**src/hdl/sdp_consts.vh**
```
`ifndef SDP_CONSTS_VH
`define SDP_CONSTS_VH

// word and fifo shape
`define SDP_WORD_BITS 16
`define SDP_FIFO_DEPTH 16
`define SDP_FIFO_AW 4

// timing, in converter clock periods
`define SDP_WORD_PERIOD 32
`define SDP_WORD_LAST 5'h1F
`define SDP_STRAP_CYCLES 2'h2
`define SDP_SETTLE_CYCLES 12'h5B0
`define SDP_CAL_CYCLES 12'hB60

// synchroniser vector bit positions
`define SDP_PIN_CLK 0
`define SDP_PIN_CS 1
`define SDP_PIN_RD 2
`define SDP_PIN_WR 3
`define SDP_PIN_FS 4
`define SDP_PIN_SYNC 5
`define SDP_PIN_CAL 6
`define SDP_PIN_RANGE 7
`define SDP_PIN_LP 8
`define SDP_PIN_COUNT 9

`endif

```
**src/hdl/sdp_serial_port.v**
```verilog
`include "sdp_consts.vh"
`timescale 1ns/1ps
`default_nettype none

////////////////////////////////////////////////////////////////////////////////
// How it works
// - modulator samples on both converter clock phases
// - serial mode two clocks after strobes seen low
// - result_ready rises when new word is ready
// - result_ready low during sync or calibration
// - frame start shifts sixteen bits, MSB first
// - bits change on sclk rise, valid on fall
// - frame_sync_n high keeps serial_out undriven
// - converter drives its clock on sclk
// - sync rising edge restarts filter and timing
// - range_select low unipolar, high bipolar
// - low_power_req high enters standby
// - result_valid pin is data-valid output only
// - result_ready rises at most once every 32 converter clocks
module sdp_serial_port (
    input wire mclk,
    input wire resetn,
    input wire conv_clk,
    input wire cs_n,
    input wire rd_n,
    input wire wr_n,
    input wire frame_sync_n,
    input wire sync_in,
    input wire cal_in,
    input wire range_select,
    input wire low_power_req,
    input wire [15:0] sample_data,
    input wire sample_valid,
    output wire sample_ready,
    output reg sclk_out,
    output reg serial_out,
    output reg serial_oe,
    output reg result_ready,
    output reg result_valid,
    output reg serial_mode,
    output reg standby,
    output reg sample_phase
);

////////////////////////////////////////////////////////////////////////////////
// pin synchronisers

wire [`SDP_PIN_COUNT-1:0] pins_raw;
wire [`SDP_PIN_COUNT-1:0] pins;

assign pins_raw = {low_power_req, range_select, cal_in, sync_in, frame_sync_n,
                   wr_n, rd_n, cs_n, conv_clk};

sdp_sync #(
    .W(`SDP_PIN_COUNT)
) u_sync (
    .mclk(mclk),
    .resetn(resetn),
    .async_in(pins_raw),
    .sync_out(pins)
);

wire ck_s;
wire fs_n_s;
wire strobes_low;

assign ck_s = pins[`SDP_PIN_CLK];
assign fs_n_s = pins[`SDP_PIN_FS];
assign strobes_low = !pins[`SDP_PIN_CS] && !pins[`SDP_PIN_RD] && !pins[`SDP_PIN_WR];

////////////////////////////////////////////////////////////////////////////////
// converter clock edges

reg ck_prev_reg;
wire ck_rise;
wire ck_fall;

// edges are lost if conv_clk runs faster than half of mclk
assign ck_rise = ck_s && !ck_prev_reg;
assign ck_fall = !ck_s && ck_prev_reg;

always @(posedge mclk or negedge resetn) begin
    if (!resetn) begin
        ck_prev_reg <= 1'b0;
    end else begin
        ck_prev_reg <= ck_s;
    end
end

////////////////////////////////////////////////////////////////////////////////
// word fifo between the filter and the output register

wire [15:0] fifo_data;
wire fifo_valid;
reg fifo_take;

// a full fifo refuses words; the filter side must hold them
sdp_fifo #(
    .WIDTH(`SDP_WORD_BITS),
    .DEPTH(`SDP_FIFO_DEPTH),
    .AW(`SDP_FIFO_AW)
) u_fifo (
    .mclk(mclk),
    .resetn(resetn),
    .in_data(sample_data),
    .in_valid(sample_valid),
    .in_ready(sample_ready),
    .out_data(fifo_data),
    .out_valid(fifo_valid),
    .out_ready(fifo_take)
);

// bipolar words leave in offset binary, unipolar as straight binary
function [15:0] code_word;
    input [15:0] raw;
    input bipolar;
    begin
        code_word = bipolar ? {~raw[15], raw[14:0]} : raw;
    end
endfunction

// one place to move the output word up by a bit
function [15:0] shift_up;
    input [15:0] value;
    begin
        shift_up = {value[14:0], 1'b0};
    end
endfunction

////////////////////////////////////////////////////////////////////////////////
// power-up strap and mode

// binary mode codes
localparam [1:0] MODE_STRAP = 2'h0;
localparam [1:0] MODE_SERIAL = 2'h1;
localparam [1:0] MODE_OTHER = 2'h2;

reg [1:0] mode_reg;
reg [1:0] strap_cnt_reg;

// a reset in mid-run repeats the strap with whatever the strobes show
always @(posedge mclk or negedge resetn) begin
    if (!resetn) begin
        mode_reg <= MODE_STRAP;
        strap_cnt_reg <= 2'h0;
        serial_mode <= 1'b0;
    end else begin
        case (mode_reg)
            MODE_STRAP: begin
                if (!strobes_low) begin
                    // the parallel port is not built here; the block stays idle
                    mode_reg <= MODE_OTHER;
                end else if (ck_rise) begin
                    if (strap_cnt_reg == `SDP_STRAP_CYCLES - 2'h1) begin
                        mode_reg <= MODE_SERIAL;
                        serial_mode <= 1'b1;
                    end
                    strap_cnt_reg <= strap_cnt_reg + 2'h1;
                end
            end
            MODE_SERIAL: begin
                // strobes are not watched again; the host keeps them low
                mode_reg <= MODE_SERIAL;
            end
            MODE_OTHER: begin
                mode_reg <= MODE_OTHER;
            end
            default: begin
                mode_reg <= MODE_STRAP;
            end
        endcase
    end
end

////////////////////////////////////////////////////////////////////////////////
// conversion timing, sync, calibration and standby

reg [4:0] word_cnt_reg;
reg [11:0] busy_cnt_reg;
reg sync_prev_reg;
reg [15:0] shift_reg;
reg [4:0] bits_left_reg;
wire active;
wire sync_edge;
wire cal_req;
wire busy;
wire word_due;

assign active = serial_mode && !standby;
// sync is sampled once per converter clock, so a low held one clock is seen
assign sync_edge = pins[`SDP_PIN_SYNC] && !sync_prev_reg;
assign cal_req = pins[`SDP_PIN_CAL];
assign busy = busy_cnt_reg != 12'h000;
assign word_due = word_cnt_reg == `SDP_WORD_LAST;

always @* begin
    fifo_take = active && ck_rise && word_due && !busy && fifo_valid;
end

always @(posedge mclk or negedge resetn) begin
    if (!resetn) begin
        word_cnt_reg <= 5'h00;
        busy_cnt_reg <= 12'h000;
        sync_prev_reg <= 1'b1;
        standby <= 1'b0;
        result_ready <= 1'b0;
        result_valid <= 1'b0;
        sample_phase <= 1'b0;
        shift_reg <= 16'h0000;
    end else begin
        if (serial_mode && ck_rise) begin
            sync_prev_reg <= pins[`SDP_PIN_SYNC];
            standby <= pins[`SDP_PIN_LP];
        end
        // one modulator sample on each converter clock edge
        if (active && (ck_rise || ck_fall)) begin
            sample_phase <= ck_s;
        end
        if (!active) begin
            word_cnt_reg <= 5'h00;
            // leaving standby settles the filter like a sync
            busy_cnt_reg <= `SDP_SETTLE_CYCLES;
            result_ready <= 1'b0;
            result_valid <= 1'b0;
        end else if (ck_rise) begin
            if (cal_req) begin
                busy_cnt_reg <= `SDP_CAL_CYCLES;
                word_cnt_reg <= 5'h00;
                result_ready <= 1'b0;
                result_valid <= 1'b0;
            end else if (sync_edge) begin
                busy_cnt_reg <= `SDP_SETTLE_CYCLES;
                word_cnt_reg <= 5'h00;
                result_ready <= 1'b0;
                result_valid <= 1'b0;
            end else begin
                word_cnt_reg <= word_cnt_reg + 5'h01;
                if (busy) begin
                    busy_cnt_reg <= busy_cnt_reg - 12'h001;
                    result_ready <= 1'b0;
                end else if (word_due && fifo_valid) begin
                    shift_reg <= code_word(fifo_data, pins[`SDP_PIN_RANGE]);
                    result_ready <= 1'b1;
                    result_valid <= 1'b1;
                end else begin
                    // high for one converter clock only
                    result_ready <= 1'b0;
                end
            end
        end
    end
end

////////////////////////////////////////////////////////////////////////////////
// serial output

reg framed_reg;
reg [15:0] out_word_reg;

always @(posedge mclk or negedge resetn) begin
    if (!resetn) begin
        framed_reg <= 1'b0;
        out_word_reg <= 16'h0000;
        bits_left_reg <= 5'h00;
        serial_out <= 1'b0;
        serial_oe <= 1'b0;
        sclk_out <= 1'b0;
    end else begin
        // sclk runs free while active; the host frames with frame_sync_n
        sclk_out <= active && ck_s;
        if (!active || fs_n_s) begin
            framed_reg <= 1'b0;
            serial_oe <= 1'b0;
            serial_out <= 1'b0;
        end else if (!framed_reg) begin
            // frame opens: MSB is driven at once
            framed_reg <= 1'b1;
            serial_oe <= 1'b1;
            serial_out <= shift_reg[15];
            out_word_reg <= shift_up(shift_reg);
            bits_left_reg <= 5'h0F;
        end else if (ck_rise && bits_left_reg != 5'h00) begin
            // next bit on the sclk rise, stable through the fall
            serial_out <= out_word_reg[15];
            out_word_reg <= shift_up(out_word_reg);
            bits_left_reg <= bits_left_reg - 5'h01;
        end else if (ck_rise) begin
            // word done; the line idles low until the frame closes
            serial_out <= 1'b0;
        end
    end
end

endmodule
`default_nettype wire

```
**src/hdl/sdp_sync.v**
```verilog
`timescale 1ns/1ps
`default_nettype none

// two-flop synchroniser; the first stage feeds only the second
module sdp_sync #(
    parameter W = 1
) (
    input wire mclk,
    input wire resetn,
    input wire [W-1:0] async_in,
    output reg [W-1:0] sync_out
);

reg [W-1:0] meta_reg;

always @(posedge mclk or negedge resetn) begin
    if (!resetn) begin
        meta_reg <= {W{1'b0}};
        sync_out <= {W{1'b0}};
    end else begin
        meta_reg <= async_in;
        sync_out <= meta_reg;
    end
end

endmodule
`default_nettype wire

```
**src/hdl/sdp_fifo.v**
```verilog
`timescale 1ns/1ps
`default_nettype none

// small fifo; read data leave from a register
module sdp_fifo #(
    parameter WIDTH = 16,
    parameter DEPTH = 16,
    parameter AW = 4
) (
    input wire mclk,
    input wire resetn,
    input wire [WIDTH-1:0] in_data,
    input wire in_valid,
    output reg in_ready,
    output reg [WIDTH-1:0] out_data,
    output reg out_valid,
    input wire out_ready
);

reg [WIDTH-1:0] mem [0:DEPTH-1];
reg [AW-1:0] wr_ptr_reg;
reg [AW-1:0] rd_ptr_reg;
reg [AW:0] count_reg;
reg [AW:0] count_next;
wire push;
wire pop;

assign push = in_valid && in_ready;
// refill the output register when it is empty or being taken
assign pop = (count_reg != {(AW+1){1'b0}}) && (!out_valid || out_ready);

always @* begin
    count_next = count_reg;
    if (push && !pop) begin
        count_next = count_reg + 1'b1;
    end else if (pop && !push) begin
        count_next = count_reg - 1'b1;
    end
end

always @(posedge mclk) begin
    if (push) begin
        mem[wr_ptr_reg] <= in_data;
    end
end

always @(posedge mclk or negedge resetn) begin
    if (!resetn) begin
        wr_ptr_reg <= {AW{1'b0}};
        rd_ptr_reg <= {AW{1'b0}};
        count_reg <= {(AW+1){1'b0}};
        in_ready <= 1'b1;
        out_data <= {WIDTH{1'b0}};
        out_valid <= 1'b0;
    end else begin
        count_reg <= count_next;
        in_ready <= (count_next != DEPTH[AW:0]);
        if (push) begin
            wr_ptr_reg <= wr_ptr_reg + 1'b1;
        end
        if (pop) begin
            out_data <= mem[rd_ptr_reg];
            out_valid <= 1'b1;
            rd_ptr_reg <= rd_ptr_reg + 1'b1;
        end else if (out_ready) begin
            out_valid <= 1'b0;
        end
    end
end

endmodule
`default_nettype wire

```
**config.mk**
```make
export PLATFORM = sky130hd
export DESIGN_NAME = sdp_serial_port
export DESIGN_NICKNAME = d
export VERILOG_FILES = /design/src/hdl/sdp_serial_port.v /design/src/hdl/sdp_sync.v /design/src/hdl/sdp_fifo.v
export VERILOG_INCLUDE_DIRS = /design/src /design/src/hdl
export SDC_FILE = /design/constraint.sdc
export NUM_CORES = 1
export LEC_CHECK = 0
export BUFFER_PORTS_ARGS = -buffer_cell sky130_fd_sc_hd__buf_2
export CORE_MARGIN = 2
export CORE_UTILIZATION = 51
export DETAILED_ROUTE_END_ITERATION = 12
export PLACE_DENSITY_LB_ADDON = 0.05
export SLEW_MARGIN = 30
export SYNTH_ARGS = -nofsm -noshare
export SYNTH_HDL_FRONTEND = slang
export SYNTH_SLANG_ARGS = --single-unit
```
**constraint.sdc**
```tcl
create_clock -name mclk -period 2.32 [get_ports mclk]
set_input_delay 0.232 -clock mclk [delete_from_list [all_inputs] [get_ports mclk]]
set_output_delay 0.232 -clock mclk [all_outputs]
set_load 0.005 [all_outputs]
```
==> results of run 1 <==
[timing repair]
action                                  CTS  global route
pin swaps                                 4             1
resized for setup                         8             2
hold endpoints to repair                 44             0
cloned                                    0             0
buffers inserted                          6             1
hold buffers                             10             0
endpoints found under the setup margin   20            38
[synthesized netlist by cell type (all sizes together) (2+ instances only)]
cell and count:
nor3 7, nand4 6, dfstp 2, edfxtp 256, or3 4, and2 16, o22a 2, o21ai 35
o22ai 2, nor4b 4, nor2b 4, and3 7, nand2b 5, a21oi 13, inv 17, clkbuf 18
nor3b 3, xor2 4, mux2i 15, nor2 27, nand2 45, buf 15, nand3 9, xnor2 14
mux4 80, nor4 9, ha 16, a211oi 2, mux2 36, or4 2, a21o 3, dfrtp 115
[power by group]
part / internal [mW] / leakage (nW) / switching [mW]
clock network: 3.37 / 0.591 / 2.44
logic: 0.540 / 1.90 / 0.820
registers: 7.70 / 3.80 / 0.219
total: 11.6 / 6.29 / 3.48
[path summary, 6_finish.rpt]
| check | from | endpoint | slack (ps) | cells after the start |
|---|---|---|---|---|
| max | word_cnt_reg[0] | u_fifo.in_ready | -60 | 9 |
| min | sample_data[2] | u_fifo.mem[3][2] | 70 | 1 |
| max reg2reg | word_cnt_reg[0] | u_fifo.in_ready | -60 | 9 |
| min reg2reg | u_sync.meta_reg[3] | u_sync.sync_out[3] | 350 | 0 |
| max in group asynchronous | resetn | u_fifo.in_ready | 1360 | 3 |
| min in group asynchronous | resetn | out_word_reg[12] | 240 | 2 |
[metrics by stage]
| step | cells | setup TNS [ps] |
|---|---|---|
| 5_1_grt | 1337 | -1580 |
| 2_1_floorplan | 808 | 0 |
| 3_5_place_dp | 1248 | -1370 |
| 4_1_cts | 1337 | -59.8 |
| 3_3_place_gp | 1248 | -52.9 |
| 6_report | 1338 | -107 |
[layout by cell type (no fill, tap or decap), types with 2 or more instances in the layout]
cell type,count
sky130_fd_sc_hd__inv_1,17
sky130_fd_sc_hd__dfrtp_1,113
sky130_fd_sc_hd__edfxtp_1,256
sky130_fd_sc_hd__buf_2,35
sky130_fd_sc_hd__nor2b_1,4
sky130_fd_sc_hd__clkbuf_16,41
sky130_fd_sc_hd__dfstp_2,2
sky130_fd_sc_hd__o21ai_0,35
sky130_fd_sc_hd__a21o_1,3
sky130_fd_sc_hd__nand4_1,5
sky130_fd_sc_hd__nor2_1,27
sky130_fd_sc_hd__or3_1,4
sky130_fd_sc_hd__mux4_2,80
sky130_fd_sc_hd__nor3b_1,2
sky130_fd_sc_hd__o22ai_1,2
sky130_fd_sc_hd__nor4b_1,3
sky130_fd_sc_hd__or4_1,2
sky130_fd_sc_hd__nor4_1,8
sky130_fd_sc_hd__buf_4,47
sky130_fd_sc_hd__inv_6,3
sky130_fd_sc_hd__xor2_1,4
sky130_fd_sc_hd__ha_1,14
sky130_fd_sc_hd__buf_12,12
sky130_fd_sc_hd__nor3_1,7
sky130_fd_sc_hd__nand3_1,9
sky130_fd_sc_hd__a21oi_1,12
sky130_fd_sc_hd__and2_1,16
sky130_fd_sc_hd__dlygate4sd3_1,10
sky130_fd_sc_hd__mux2_2,36
sky130_fd_sc_hd__clkbuf_1,12
sky130_fd_sc_hd__nand2b_1,5
sky130_fd_sc_hd__clkinv_1,8
sky130_fd_sc_hd__o22a_1,2
sky130_fd_sc_hd__xnor2_1,13
sky130_fd_sc_hd__mux2i_1,15
sky130_fd_sc_hd__nand2_1,44
sky130_fd_sc_hd__clkinv_2,7
sky130_fd_sc_hd__and3_1,6
[per-layer routing]
layer | track usage [%] | wire [µm] | up-vias | share of wire (%)
li1 | - | - | 3397 | -
met2 | 35.4 | 15200 | 190 | 51
met4 | 4.76 | 449 | 0 | 1.5
met3 | 3.85 | 1510 | 46 | 5.0
met1 | 28.4 | 12800 | 3948 | 43
met5 | 0 | 0 | - | 0
[logic make-up (layout without fill, tap and decap cells)]
group | count (synthesis) | in the layout | share of synthesized area [%]
other | 0 | 1 | 0
and+or+nand+nor | 150 | 150 | 5.37
xor gates and xnor gates | 18 | 18 | 1.07
muxes | 131 | 131 | 15.9
AOI/OAI and AO/OA | 69 | 69 | 2.85
DFF | 373 | 373 | 71.8
adders and majority gates | 17 | 17 | 1.42
buffers and inverters | 50 | 195 | 1.58
[final cells by class]
type | count | area [µm²] | share of cell area [%]
clock buffer | 53 | 1070 | 6.21
multi-input combinational | 385 | 3990 | 23.1
timing repair buffer | 105 | 880 | 5.10
tap | 384 | 480 | 2.79
inverter | 17 | 63.8 | 0.370
sequential | 373 | 10600 | 61.6
antenna | 1 | 2.50 | 0.0145
clock inverter | 20 | 130 | 0.755
==> metrics.log, run 1 <==
[metrics] run status: complete, but fails checks
[metrics] violated checks: setup timing
[metrics] Critical-path top delay cell: sky130_fd_sc_hd__a2111o_1
[metrics] num rows: 62
[metrics] transition time at the pin with the least slew margin: 531 ps
[metrics] setup repair after global routing missed its margin: yes
[metrics] number of enable flip-flop cells after synthesis: 256
[metrics] number of synthesis warnings: 0
[metrics] asr flop ratio synth: 31.4%
[metrics] type of the setup path with the least slack: flip-flop to flip-flop
[metrics] post-layout min period: 2380 ps
[metrics] total number of vias: 7581
[metrics] Ports: 37
[metrics] initial antenna violation count: 0
[metrics] number of nets with antenna violations after routing: 0
[metrics] Final Hold Viols: 0
[metrics] port bufs: 36
[metrics] latest clock arrival within the worst-skew pair: 530 ps
[metrics] top fanout value on the critical path: 4
[metrics] leakage power: 6.29 nW
[metrics] flip-flop count of the largest register, all copies and words added: 256
[metrics] fin. max-slew vios: 0
[metrics] Buffers & Inverters on Critical Path: 0
[metrics] number of detailed-routing iterations run before antenna repair: 5
[metrics] die boundary height: 174 µm
[metrics] library cell occupying the most area in the post-synthesis netlist: sky130_fd_sc_hd__edfxtp_1
[metrics] Remaining DRCs: 0
[metrics] maximum operating frequency: 0.420 GHz
[metrics] number of buffers on the longest clock path: 3
[metrics] category of cells accounting for the largest share of critical-path delay: compound AO/OA/AOI/OAI gates
[metrics] Clock Pin Slew Worst Setup and Hold Paths: 60 ps
[metrics] GRT Overall Usage: 20.9%
[metrics] number of register bits inferred by synthesis: 373
[metrics] count of H-tree levels built during CTS: 2
[metrics] synthesized instance count: 808
[metrics] root buffer cell: sky130_fd_sc_hd__clkbuf_16
[metrics] width of the die: 174 µm
[metrics] total CTS buffers: 40
[metrics] Initial DRC Count: 603
[metrics] worst path setup slack after routing: -61.0 ps
[metrics] relative area change from synthesis to final layout: 16.5%
[metrics] final number of setup-violating endpoints: 11
[metrics] cell-by-cell trace of the critical path: ha_2 -> and3_4 -> ha_4 -> and4b_1 -> nand4_4 -> a21oi_4 -> mux2i_1 -> o221ai_1 -> a2111o_1
[metrics] distinct cell type count after synthesis: 54
[metrics] sum of internal, switching and leakage power: 15.1 mW
[metrics] core footprint: 28600 µm²
[metrics] required time reported for the critical path endpoint: 2770 ps
[metrics] vias per std cell: 5.67
[metrics] fill cell count: 2101
[metrics] Cell Area, Synth: 14800 µm²
[metrics] post-synthesis average cell area: 18.3 µm²
[metrics] detailed placement HPWL: 18.6 mm
[metrics] total power per unit cell area: 875 nW/µm²
[metrics] sink count of the clock tree: 373
[metrics] slowest stage delay, CP: 390 ps
[metrics] post-route clock period utilization: 103%
[metrics] largest net degree at the start of global routing: 54
[metrics] launching element type of the critical path: flip-flop
[metrics] Routed WL: 30.0 mm
[metrics] number of global-route vias before repair: 8215
[metrics] finished layout cell area: 17200 µm²
[metrics] clock tree from TritonCTS: yes
[metrics] kind of capture point of the worst setup path: flip-flop
[metrics] top post-synthesis cells by area: sky130_fd_sc_hd__edfxtp_1 52%, sky130_fd_sc_hd__dfrtp_1 19%, sky130_fd_sc_hd__mux4_2 12%
[metrics] sum of overflow across all layers after global routing: 0
[metrics] net count after synthesis: 852
[metrics] final weighted congestion in routability-driven placement: 0.835
[metrics] die area: 30400 µm²
[metrics] type of the most critical hold path: input port to flip-flop
[metrics] area share of the largest cell type after synthesis: 52.0%
[metrics] cell area reported after detailed placement: 15800 µm²
[metrics] main flop type after synthesis: sky130_fd_sc_hd__edfxtp_1
[metrics] initial core utilization: 51.7%
[metrics] wire length of the first global-routing pass: 48.0 mm
[metrics] Min Hold Slack: 67.6 ps
[metrics] routed length per instance: 22.4 µm
[metrics] count of maximum capacitance violations: 0
[metrics] post-route clock skew: 22.0 ps
[metrics] count of nets after finishing: 966
[metrics] layout cells sized above 1: 29.3%
[metrics] worst slack after detailed placement: -137 ps
[metrics] Max-slew headroom: 64.6%
[metrics] largest voltage drop on the vdd net: 672 µV
[metrics] Post-Route Utilization: 60.2%
[metrics] Arrival @ worst endpoint: 2830 ps
[metrics] Seq/Total Area, Yosys: 71.8%
Power figures use the tool's default switching activity.
==> inputs of run 2 (changes only) <==
--- a/config.mk
+++ b/config.mk
@@ -6,6 +6,7 @@
 export SDC_FILE = /design/constraint.sdc
 export NUM_CORES = 1
 export LEC_CHECK = 0
+export ABC_AREA = 1
 export BUFFER_PORTS_ARGS = -buffer_cell sky130_fd_sc_hd__buf_2
 export CORE_MARGIN = 2
 export CORE_UTILIZATION = 51
==> run 2 against run 1 <==
Compared with the run above: the flow now finishes without violations; first-iteration DRC count up 46%; sequential share of layout area up 0.076 points; register-to-register slack improved by 280 ps; non-clock buffer count up 2; core utilization is 0.24 points lower; clock-buffer cell count fell by 6; flip-flop and latch count did not move; area after synthesis grew 0.72%; largest cell class unchanged; highest routed layer unchanged.
==> metrics.log, run 2 <==
[metrics] sum of internal, switching and leakage power: 15.0 mW
[metrics] launching element type of the critical path: flip-flop
[metrics] initial antenna violation count: 1
[metrics] latest clock arrival within the worst-skew pair: 530 ps
[metrics] number of global-route vias before repair: 9409
[metrics] kind of capture point of the worst setup path: flip-flop
[metrics] num rows: 62
[metrics] core footprint: 28700 µm²
[metrics] GRT Overall Usage: 23.0%
[metrics] number of buffers on the longest clock path: 3
[metrics] type of the setup path with the least slack: flip-flop to flip-flop
[metrics] routed length per instance: 20.2 µm
[metrics] post-route clock period utilization: 90.4%
[metrics] leakage power: 6.38 nW
[metrics] total CTS buffers: 40
[metrics] run status: finished, final reports clean
[metrics] distinct cell type count after synthesis: 37
[metrics] Clock Pin Slew Worst Setup and Hold Paths: 60 ps
[metrics] fin. max-slew vios: 0
[metrics] die area: 30600 µm²
[metrics] initial core utilization: 51.9%
[metrics] maximum operating frequency: 0.477 GHz
[metrics] flip-flop count of the largest register, all copies and words added: 256
[metrics] post-synthesis average cell area: 12.3 µm²
[metrics] net count after synthesis: 1255
[metrics] Final Hold Viols: 0
[metrics] top post-synthesis cells by area: sky130_fd_sc_hd__edfxtp_1 52%, sky130_fd_sc_hd__dfrtp_1 19%, sky130_fd_sc_hd__o21ai_0 5.1%
[metrics] Remaining DRCs: 0
[metrics] total number of vias: 9586
[metrics] worst slack after detailed placement: -8.44 ps
[metrics] most common cell after layout, fill and taps aside: sky130_fd_sc_hd__edfxtp_1
[metrics] number of enable flip-flop cells after synthesis: 256
[metrics] top-count cell post-synth: sky130_fd_sc_hd__edfxtp_1
[metrics] count of maximum capacitance violations: 0
[metrics] synthesized instance count: 1211
[metrics] Initial DRC Count: 878
[metrics] width of the die: 175 µm
[metrics] fill cell count: 2328
[metrics] number of detailed-routing iterations run before antenna repair: 5
[metrics] Buffers & Inverters on Critical Path: 3
[metrics] Cell Area, Synth: 14900 µm²
[metrics] post-layout min period: 2100 ps
[metrics] commonest non-fill, non-tap cells in the layout: 256 x sky130_fd_sc_hd__edfxtp_1, 186 x sky130_fd_sc_hd__nor2_1, 151 x sky130_fd_sc_hd__o21ai_0, 117 x sky130_fd_sc_hd__nand2_1, 113 x sky130_fd_sc_hd__dfrtp_1
[metrics] count of nets after finishing: 1339
[metrics] Critical-path top delay cell: sky130_fd_sc_hd__dfrtp_1
[metrics] largest net degree at the start of global routing: 118
[metrics] top post-synthesis cells by count: 256 x sky130_fd_sc_hd__edfxtp_1, 200 x sky130_fd_sc_hd__nor2_1, 151 x sky130_fd_sc_hd__o21ai_0
[metrics] Arrival @ worst endpoint: 2540 ps
[metrics] number of synthesis warnings: 0
[metrics] number of register bits inferred by synthesis: 373
[metrics] post-route clock skew: 15.8 ps
[metrics] layout cells sized above 1: 15.0%
[metrics] Ports: 37
[metrics] top fanout value on the critical path: 11
[metrics] area share of the largest cell type after synthesis: 51.6%
[metrics] R2R setup slack: 220 ps
[metrics] port bufs: 36
[metrics] number of cell instances on the worst register-to-register path: 13
[metrics] Max-slew headroom: 58.5%
[metrics] end point of the worst hold path: u_fifo.mem[10][11]
[metrics] worst reg2reg endpoint: u_fifo.out_data[0]
[metrics] sink count of the clock tree: 373
[metrics] wire length of the first global-routing pass: 53.9 mm
[metrics] sum of overflow across all layers after global routing: 0
[metrics] type of the most critical hold path: input port to flip-flop
[metrics] final weighted congestion in routability-driven placement: 0.828
[metrics] slowest stage delay, CP: 380 ps
[metrics] cell-by-cell trace of the critical path: ha_1 -> nand2_1 -> nor2_1 -> ha_1 -> inv_1 -> nor3_1 -> nand3_1 -> nand2_4 -> nand2_4 -> inv_6 -> buf_4 -> nor2_1 -> a31oi_1
[metrics] number of nets with antenna violations after routing: 0
[metrics] die boundary height: 175 µm
[metrics] combined area of the multi-input logic cells: 3880 µm²
[metrics] Min Hold Slack: 81.9 ps
[metrics] vias per std cell: 5.61
[metrics] transition time at the pin with the least slew margin: 622 ps
[metrics] root buffer cell: sky130_fd_sc_hd__clkbuf_16
[metrics] worst reg2reg startpoint: word_cnt_reg[0]
[metrics] post-CTS repair timing setup buffer count: 0
[metrics] sequential standard cell area: 10600 µm²
[metrics] largest voltage drop on the vdd net: 689 µV
[metrics] Routed WL: 34.4 mm
[metrics] Min-Delay Path Depth: 1
[metrics] count of H-tree levels built during CTS: 2
[metrics] final number of setup-violating endpoints: 0
[metrics] category of cells accounting for the largest share of critical-path delay: simple AND/OR/NAND/NOR gates
[metrics] Seq/Total Area, Yosys: 71.3%
[metrics] relative area change from synthesis to final layout: 15.6%
[metrics] clock tree from TritonCTS: yes
[metrics] Post-Route Utilization: 60.0%
[metrics] main flop type after synthesis: sky130_fd_sc_hd__edfxtp_1
[metrics] worst path setup slack after routing: 222 ps
[metrics] detailed placement HPWL: 20.7 mm
[metrics] asr flop ratio synth: 31.4%
[metrics] required time reported for the critical path endpoint: 2760 ps
[metrics] hold_sp: sample_data[11]
[metrics] total power per unit cell area: 868 nW/µm²
[metrics] library cell occupying the most area in the post-synthesis netlist: sky130_fd_sc_hd__edfxtp_1
[run 2: cell count changes after synthesis, moves of 19 or more]
cell                       change
sky130_fd_sc_hd__a31oi_1      +34
sky130_fd_sc_hd__o21ai_0     +116
sky130_fd_sc_hd__nor2_1      +173
sky130_fd_sc_hd__nand2_1      +74
sky130_fd_sc_hd__clkbuf_1     +36
sky130_fd_sc_hd__mux2_2       -31
sky130_fd_sc_hd__nand3_1      +19
sky130_fd_sc_hd__mux4_2       -80
sky130_fd_sc_hd__inv_1        +36
sky130_fd_sc_hd__o221ai_1     +39
sky130_fd_sc_hd__o22ai_1      +24
sky130_fd_sc_hd__o211ai_1     +23
[run 2: worst max path at each step]
stage,to,depth (start not counted),slack [ps],start
finish,u_fifo.out_data[0],13,220,word_cnt_reg[0]
global route,u_fifo.in_ready,15,-1,word_cnt_reg[0]
CTS,u_fifo.in_ready,15,40,word_cnt_reg[0]
detailed placement,u_fifo.out_data[0],13,-8,word_cnt_reg[0]
global placement,u_fifo.out_data[15],13,120,word_cnt_reg[0]
floorplan,u_fifo.mem[11][0],2,50,u_fifo.in_ready
[run 2: cell type report]
type	count	area share, %
diodes	1	0.0145
clock buffers	47	6.21
clock inverters	24	0.719
inverters	59	1.32
multi-input cells	714	22.5
flip-flops and latches	373	61.7
well taps	384	2.79
repair buffers	107	4.74
[run 2: timing repair]
action,in CTS,in global routing
pin swaps,0,1
hold buffers,10,0
setup endpoints to repair,7,18
endpoints found under the hold margin,124,0
gates cloned,0,0
gates resized for setup,1,8
[run 2: report_power, final]
part / switching (mW) / internal [mW] / total [mW]
combinational: 0.901 / 0.386 / 1.29
sequential: 0.177 / 7.68 / 7.86
clock: 2.51 / 3.29 / 5.81
total: 3.59 / 11.4 / 15.0
[run 2: metal layers]
layer | GRT usage (%) | part of all wire (%) | vias up | wire length, µm
li1 | - | - | 4543 | -
met1 | 32.6 | 45 | 4738 | 15500
met2 | 37.7 | 48 | 251 | 16500
met3 | 3.33 | 5.2 | 54 | 1780
met4 | 6.28 | 2.0 | 0 | 673
met5 | 0 | 0 | - | 0
[run 2: cell families (layout without fill, tap and decap cells)]
group / Yosys count / in the layout / synth area share [%]
simple gates: 376 / 376 / 10.3
flops: 373 / 373 / 71.3
compound gates: 295 / 295 / 11.9
buf+inv: 124 / 237 / 3.24
fa+ha+maj: 16 / 16 / 1.34
xor+xnor: 16 / 16 / 0.941
mux: 11 / 11 / 0.983
other cells: 0 / 1 / 0
[run 2: per-stage QoR]
stage	instance area, µm²	cells	TNS [ps]
floorplan	14900	1211	0
global placement	15900	1627	0
detailed placement	15900	1627	-8.44
CTS	17200	1708	0
global route	17200	1709	-1.21
finish	17200	1709	0
==> inputs of run 3 (changes only) <==
--- a/config.mk
+++ b/config.mk
@@ -7,7 +7,8 @@
 export NUM_CORES = 1
 export LEC_CHECK = 0
 export ABC_AREA = 1
-export BUFFER_PORTS_ARGS = -buffer_cell sky130_fd_sc_hd__buf_2
+export BUFFER_PORTS_ARGS = -buffer_cell sky130_fd_sc_hd__buf_4
+export CAP_MARGIN = 40
 export CORE_MARGIN = 2
 export CORE_UTILIZATION = 51
 export DETAILED_ROUTE_END_ITERATION = 12
==> constraint.sdc (replaced) <==
create_clock -name mclk -period 2.6 [get_ports mclk]
set_input_delay 0.26 -clock mclk [delete_from_list [all_inputs] [get_ports mclk]]
set_output_delay 0.26 -clock mclk [all_outputs]
set_load 0.005 [all_outputs]
==> run 3 against run 2 <==
Compared with the run above: cell count is 0.94% lower; clock power is 1% lower; hold slack worse by 44 ps; combinational power is 12% lower; core utilization is 0.43 points higher; cell area is 0.71% higher; global-route usage is 0.26 points higher; first-iteration DRC count is 4.4% lower; non-clock buffer count is 19 lower; via count is 1.1% lower; critical path type unchanged.
==> metrics.log, run 3 (synthesized netlist as in run 2, its figures left out) <==
[metrics] met3 track utilization from global routing: 4.33%
[metrics] final weighted congestion in routability-driven placement: 0.815
[metrics] largest voltage drop on the vdd net: 616 µV
[metrics] total CTS buffers: 40
[metrics] layout cells sized above 1: 13.8%
[metrics] sum of overflow across all layers after global routing: 0
[metrics] finished layout cell area: 17300 µm²
[metrics] sequential fraction of design power: 50.5%
[metrics] GRT Overall Usage: 23.3%
[metrics] Int Power: 10.7 mW
[metrics] Max-slew headroom: 48.1%
[metrics] count of maximum capacitance violations: 0
[metrics] Critical Path End: u_fifo.in_ready
[metrics] clock tree from TritonCTS: yes
[metrics] CP startpoint: word_cnt_reg[0]
[metrics] latest clock arrival within the worst-skew pair: 520 ps
[metrics] cell mode on critical path: sky130_fd_sc_hd__nand2_1
[metrics] transition time at the pin with the least slew margin: 778 ps
[metrics] run status: finished, final reports clean
[metrics] total number of vias: 9484
[metrics] die area: 30600 µm²
[metrics] kind of capture point of the worst setup path: flip-flop
[metrics] Ports: 37
[metrics] top fanout value on the critical path: 9
[metrics] sink count of the clock tree: 373
[metrics] initial core utilization: 51.9%
[metrics] category of cells accounting for the largest share of critical-path delay: simple AND/OR/NAND/NOR gates
[metrics] switching share of power: 22.9%
[metrics] worst reg2reg endpoint: u_fifo.in_ready
[metrics] worst reg2reg startpoint: word_cnt_reg[0]
[metrics] clock share of power: 41.3%
[metrics] post-route clock skew: 11.9 ps
[metrics] routed length per instance: 20.4 µm
[metrics] Routed WL: 34.5 mm
[metrics] root buffer cell: sky130_fd_sc_hd__clkbuf_16
[metrics] launching element type of the critical path: flip-flop
[metrics] met1 Usage GRT: 32.9%
[metrics] wire length of the first global-routing pass: 54.4 mm
[metrics] core footprint: 28700 µm²
[metrics] cell area reported after detailed placement: 15900 µm²
[metrics] fin. max-slew vios: 0
[metrics] commonest non-fill, non-tap cells in the layout: 256 x sky130_fd_sc_hd__edfxtp_1, 186 x sky130_fd_sc_hd__nor2_1, 151 x sky130_fd_sc_hd__o21ai_0, 119 x sky130_fd_sc_hd__nand2_1, 113 x sky130_fd_sc_hd__dfrtp_1
[metrics] R2R setup slack: 320 ps
[metrics] busiest metal layer after global routing: met2
[metrics] number of buffers on the longest clock path: 3
[metrics] combinational cell fraction of total power: 8.2%
[metrics] port bufs: 36
[metrics] count of nets after finishing: 1320
[metrics] vias per std cell: 5.60
[metrics] Total Negative Setup Slacks: 0 ps
[metrics] Clock Pin Slew Worst Setup and Hold Paths: 60 ps
[metrics] Final Hold Viols: 0
[metrics] fill cell count: 2288
[metrics] type of the most critical hold path: input port to flip-flop
[metrics] power dissipated by switching net loads: 3.19 mW
[metrics] worst slack after detailed placement: 278 ps
[metrics] number of global-route vias before repair: 9379
[metrics] number of cell instances on the worst register-to-register path: 15
[metrics] path length in cells of the critical path: 15
[metrics] met2 Resource Use GR: 37.5%
[metrics] count of H-tree levels built during CTS: 2
[metrics] Remaining DRCs: 0
[metrics] final number of setup-violating endpoints: 0
[metrics] number of nets with antenna violations after routing: 0
[metrics] worst path setup slack after routing: 324 ps
[metrics] setup repair after global routing missed its margin: no
[metrics] Min Hold Slack: 38.2 ps
[metrics] slowest stage delay, CP: 390 ps
[metrics] total power per unit cell area: 801 nW/µm²
[metrics] largest net degree at the start of global routing: 131
[metrics] initial antenna violation count: 1
[metrics] post-route clock period utilization: 87.6%
[metrics] relative area change from synthesis to final layout: 16.4%
[metrics] Arrival @ worst endpoint: 2720 ps
[metrics] die boundary height: 175 µm
[metrics] most common cell after layout, fill and taps aside: sky130_fd_sc_hd__edfxtp_1
[metrics] post-layout min period: 2280 ps
[metrics] leakage power: 6.38 nW
[metrics] flip-flop count of the largest register, all copies and words added: 256
[metrics] required time reported for the critical path endpoint: 3040 ps
[metrics] Buffers & Inverters on Critical Path: 2
[metrics] Critical-path top delay cell: sky130_fd_sc_hd__dfrtp_1
[metrics] num rows: 62
[metrics] Initial DRC Count: 839
[metrics] cell-by-cell trace of the critical path: ha_1 -> nand2_1 -> nor2_1 -> ha_1 -> inv_1 -> nor3_1 -> nand3_1 -> nand2_1 -> nand2_1 -> nand2_2 -> inv_1 -> nand2_1 -> nand2_1 -> nor2_1 -> nand3_1
[metrics] width of the die: 175 µm
[metrics] number of detailed-routing iterations run before antenna repair: 5
[metrics] maximum operating frequency: 0.439 GHz
[metrics] detailed placement HPWL: 20.5 mm
[metrics] type of the setup path with the least slack: flip-flop to flip-flop
==> run 3: area by class of cell <==
cell class	count	area, µm²	share of cell area [%]
diodes	1	2.50	0.0144
flip-flops and latches	373	10600	61.3
inverters	59	225	1.30
clock buffers	52	1110	6.39
clock inverters	22	236	1.36
well taps	384	480	2.77
repair buffers	88	823	4.75
multi-input cells	714	3840	22.2
==> run 3: through the flow <==
stage	cells	utilization (%)	power, mW
global placement	1608	55.4	8.25
floorplan	1211	-	7.69
global route	1693	60.4	14.4
detailed placement	1608	55.4	8.27
CTS	1692	60.4	14.0
finish	1693	60.4	13.9
==> run 3: routing by layer <==
layer | part of all wire, % | vias up
met5 | 0 | -
met1 | 45 | 4657
met2 | 47 | 266
li1 | - | 4509
met3 | 6.2 | 52
met4 | 2.1 | 0
==> run 3: repair_timing <==
item                       CTS  global route
gates resized for setup      0             1
hold endpoints to repair    38             0
hold buffers                10             0
buffers inserted             0             0
setup endpoints to repair    0             1
==> run 3: power by group through the flow <==
stage                     Sequential, mW  Combinational [mW]  Clock [mW]
after floorplan                     7.08               0.605           0
after global placement              7.13                1.12           0
after detailed placement            7.13                1.14           0
after CTS                           7.01                1.15        5.83
after global routing                7.05                1.26        6.10
final                               7.02                1.14        5.73
==> run 3: worst min-delay path by stage <==
stage	from	end	slack, ps	cells after the start
floorplan	resetn	bits_left_reg[0]	-40	0
global placement	resetn	u_sync.meta_reg[1]	220	1
detailed placement	resetn	u_sync.meta_reg[2]	230	1
CTS	sample_data[11]	u_fifo.mem[7][11]	20	1
global route	sample_data[11]	u_fifo.mem[3][11]	40	1
finish	sample_data[10]	u_fifo.mem[7][10]	40	1
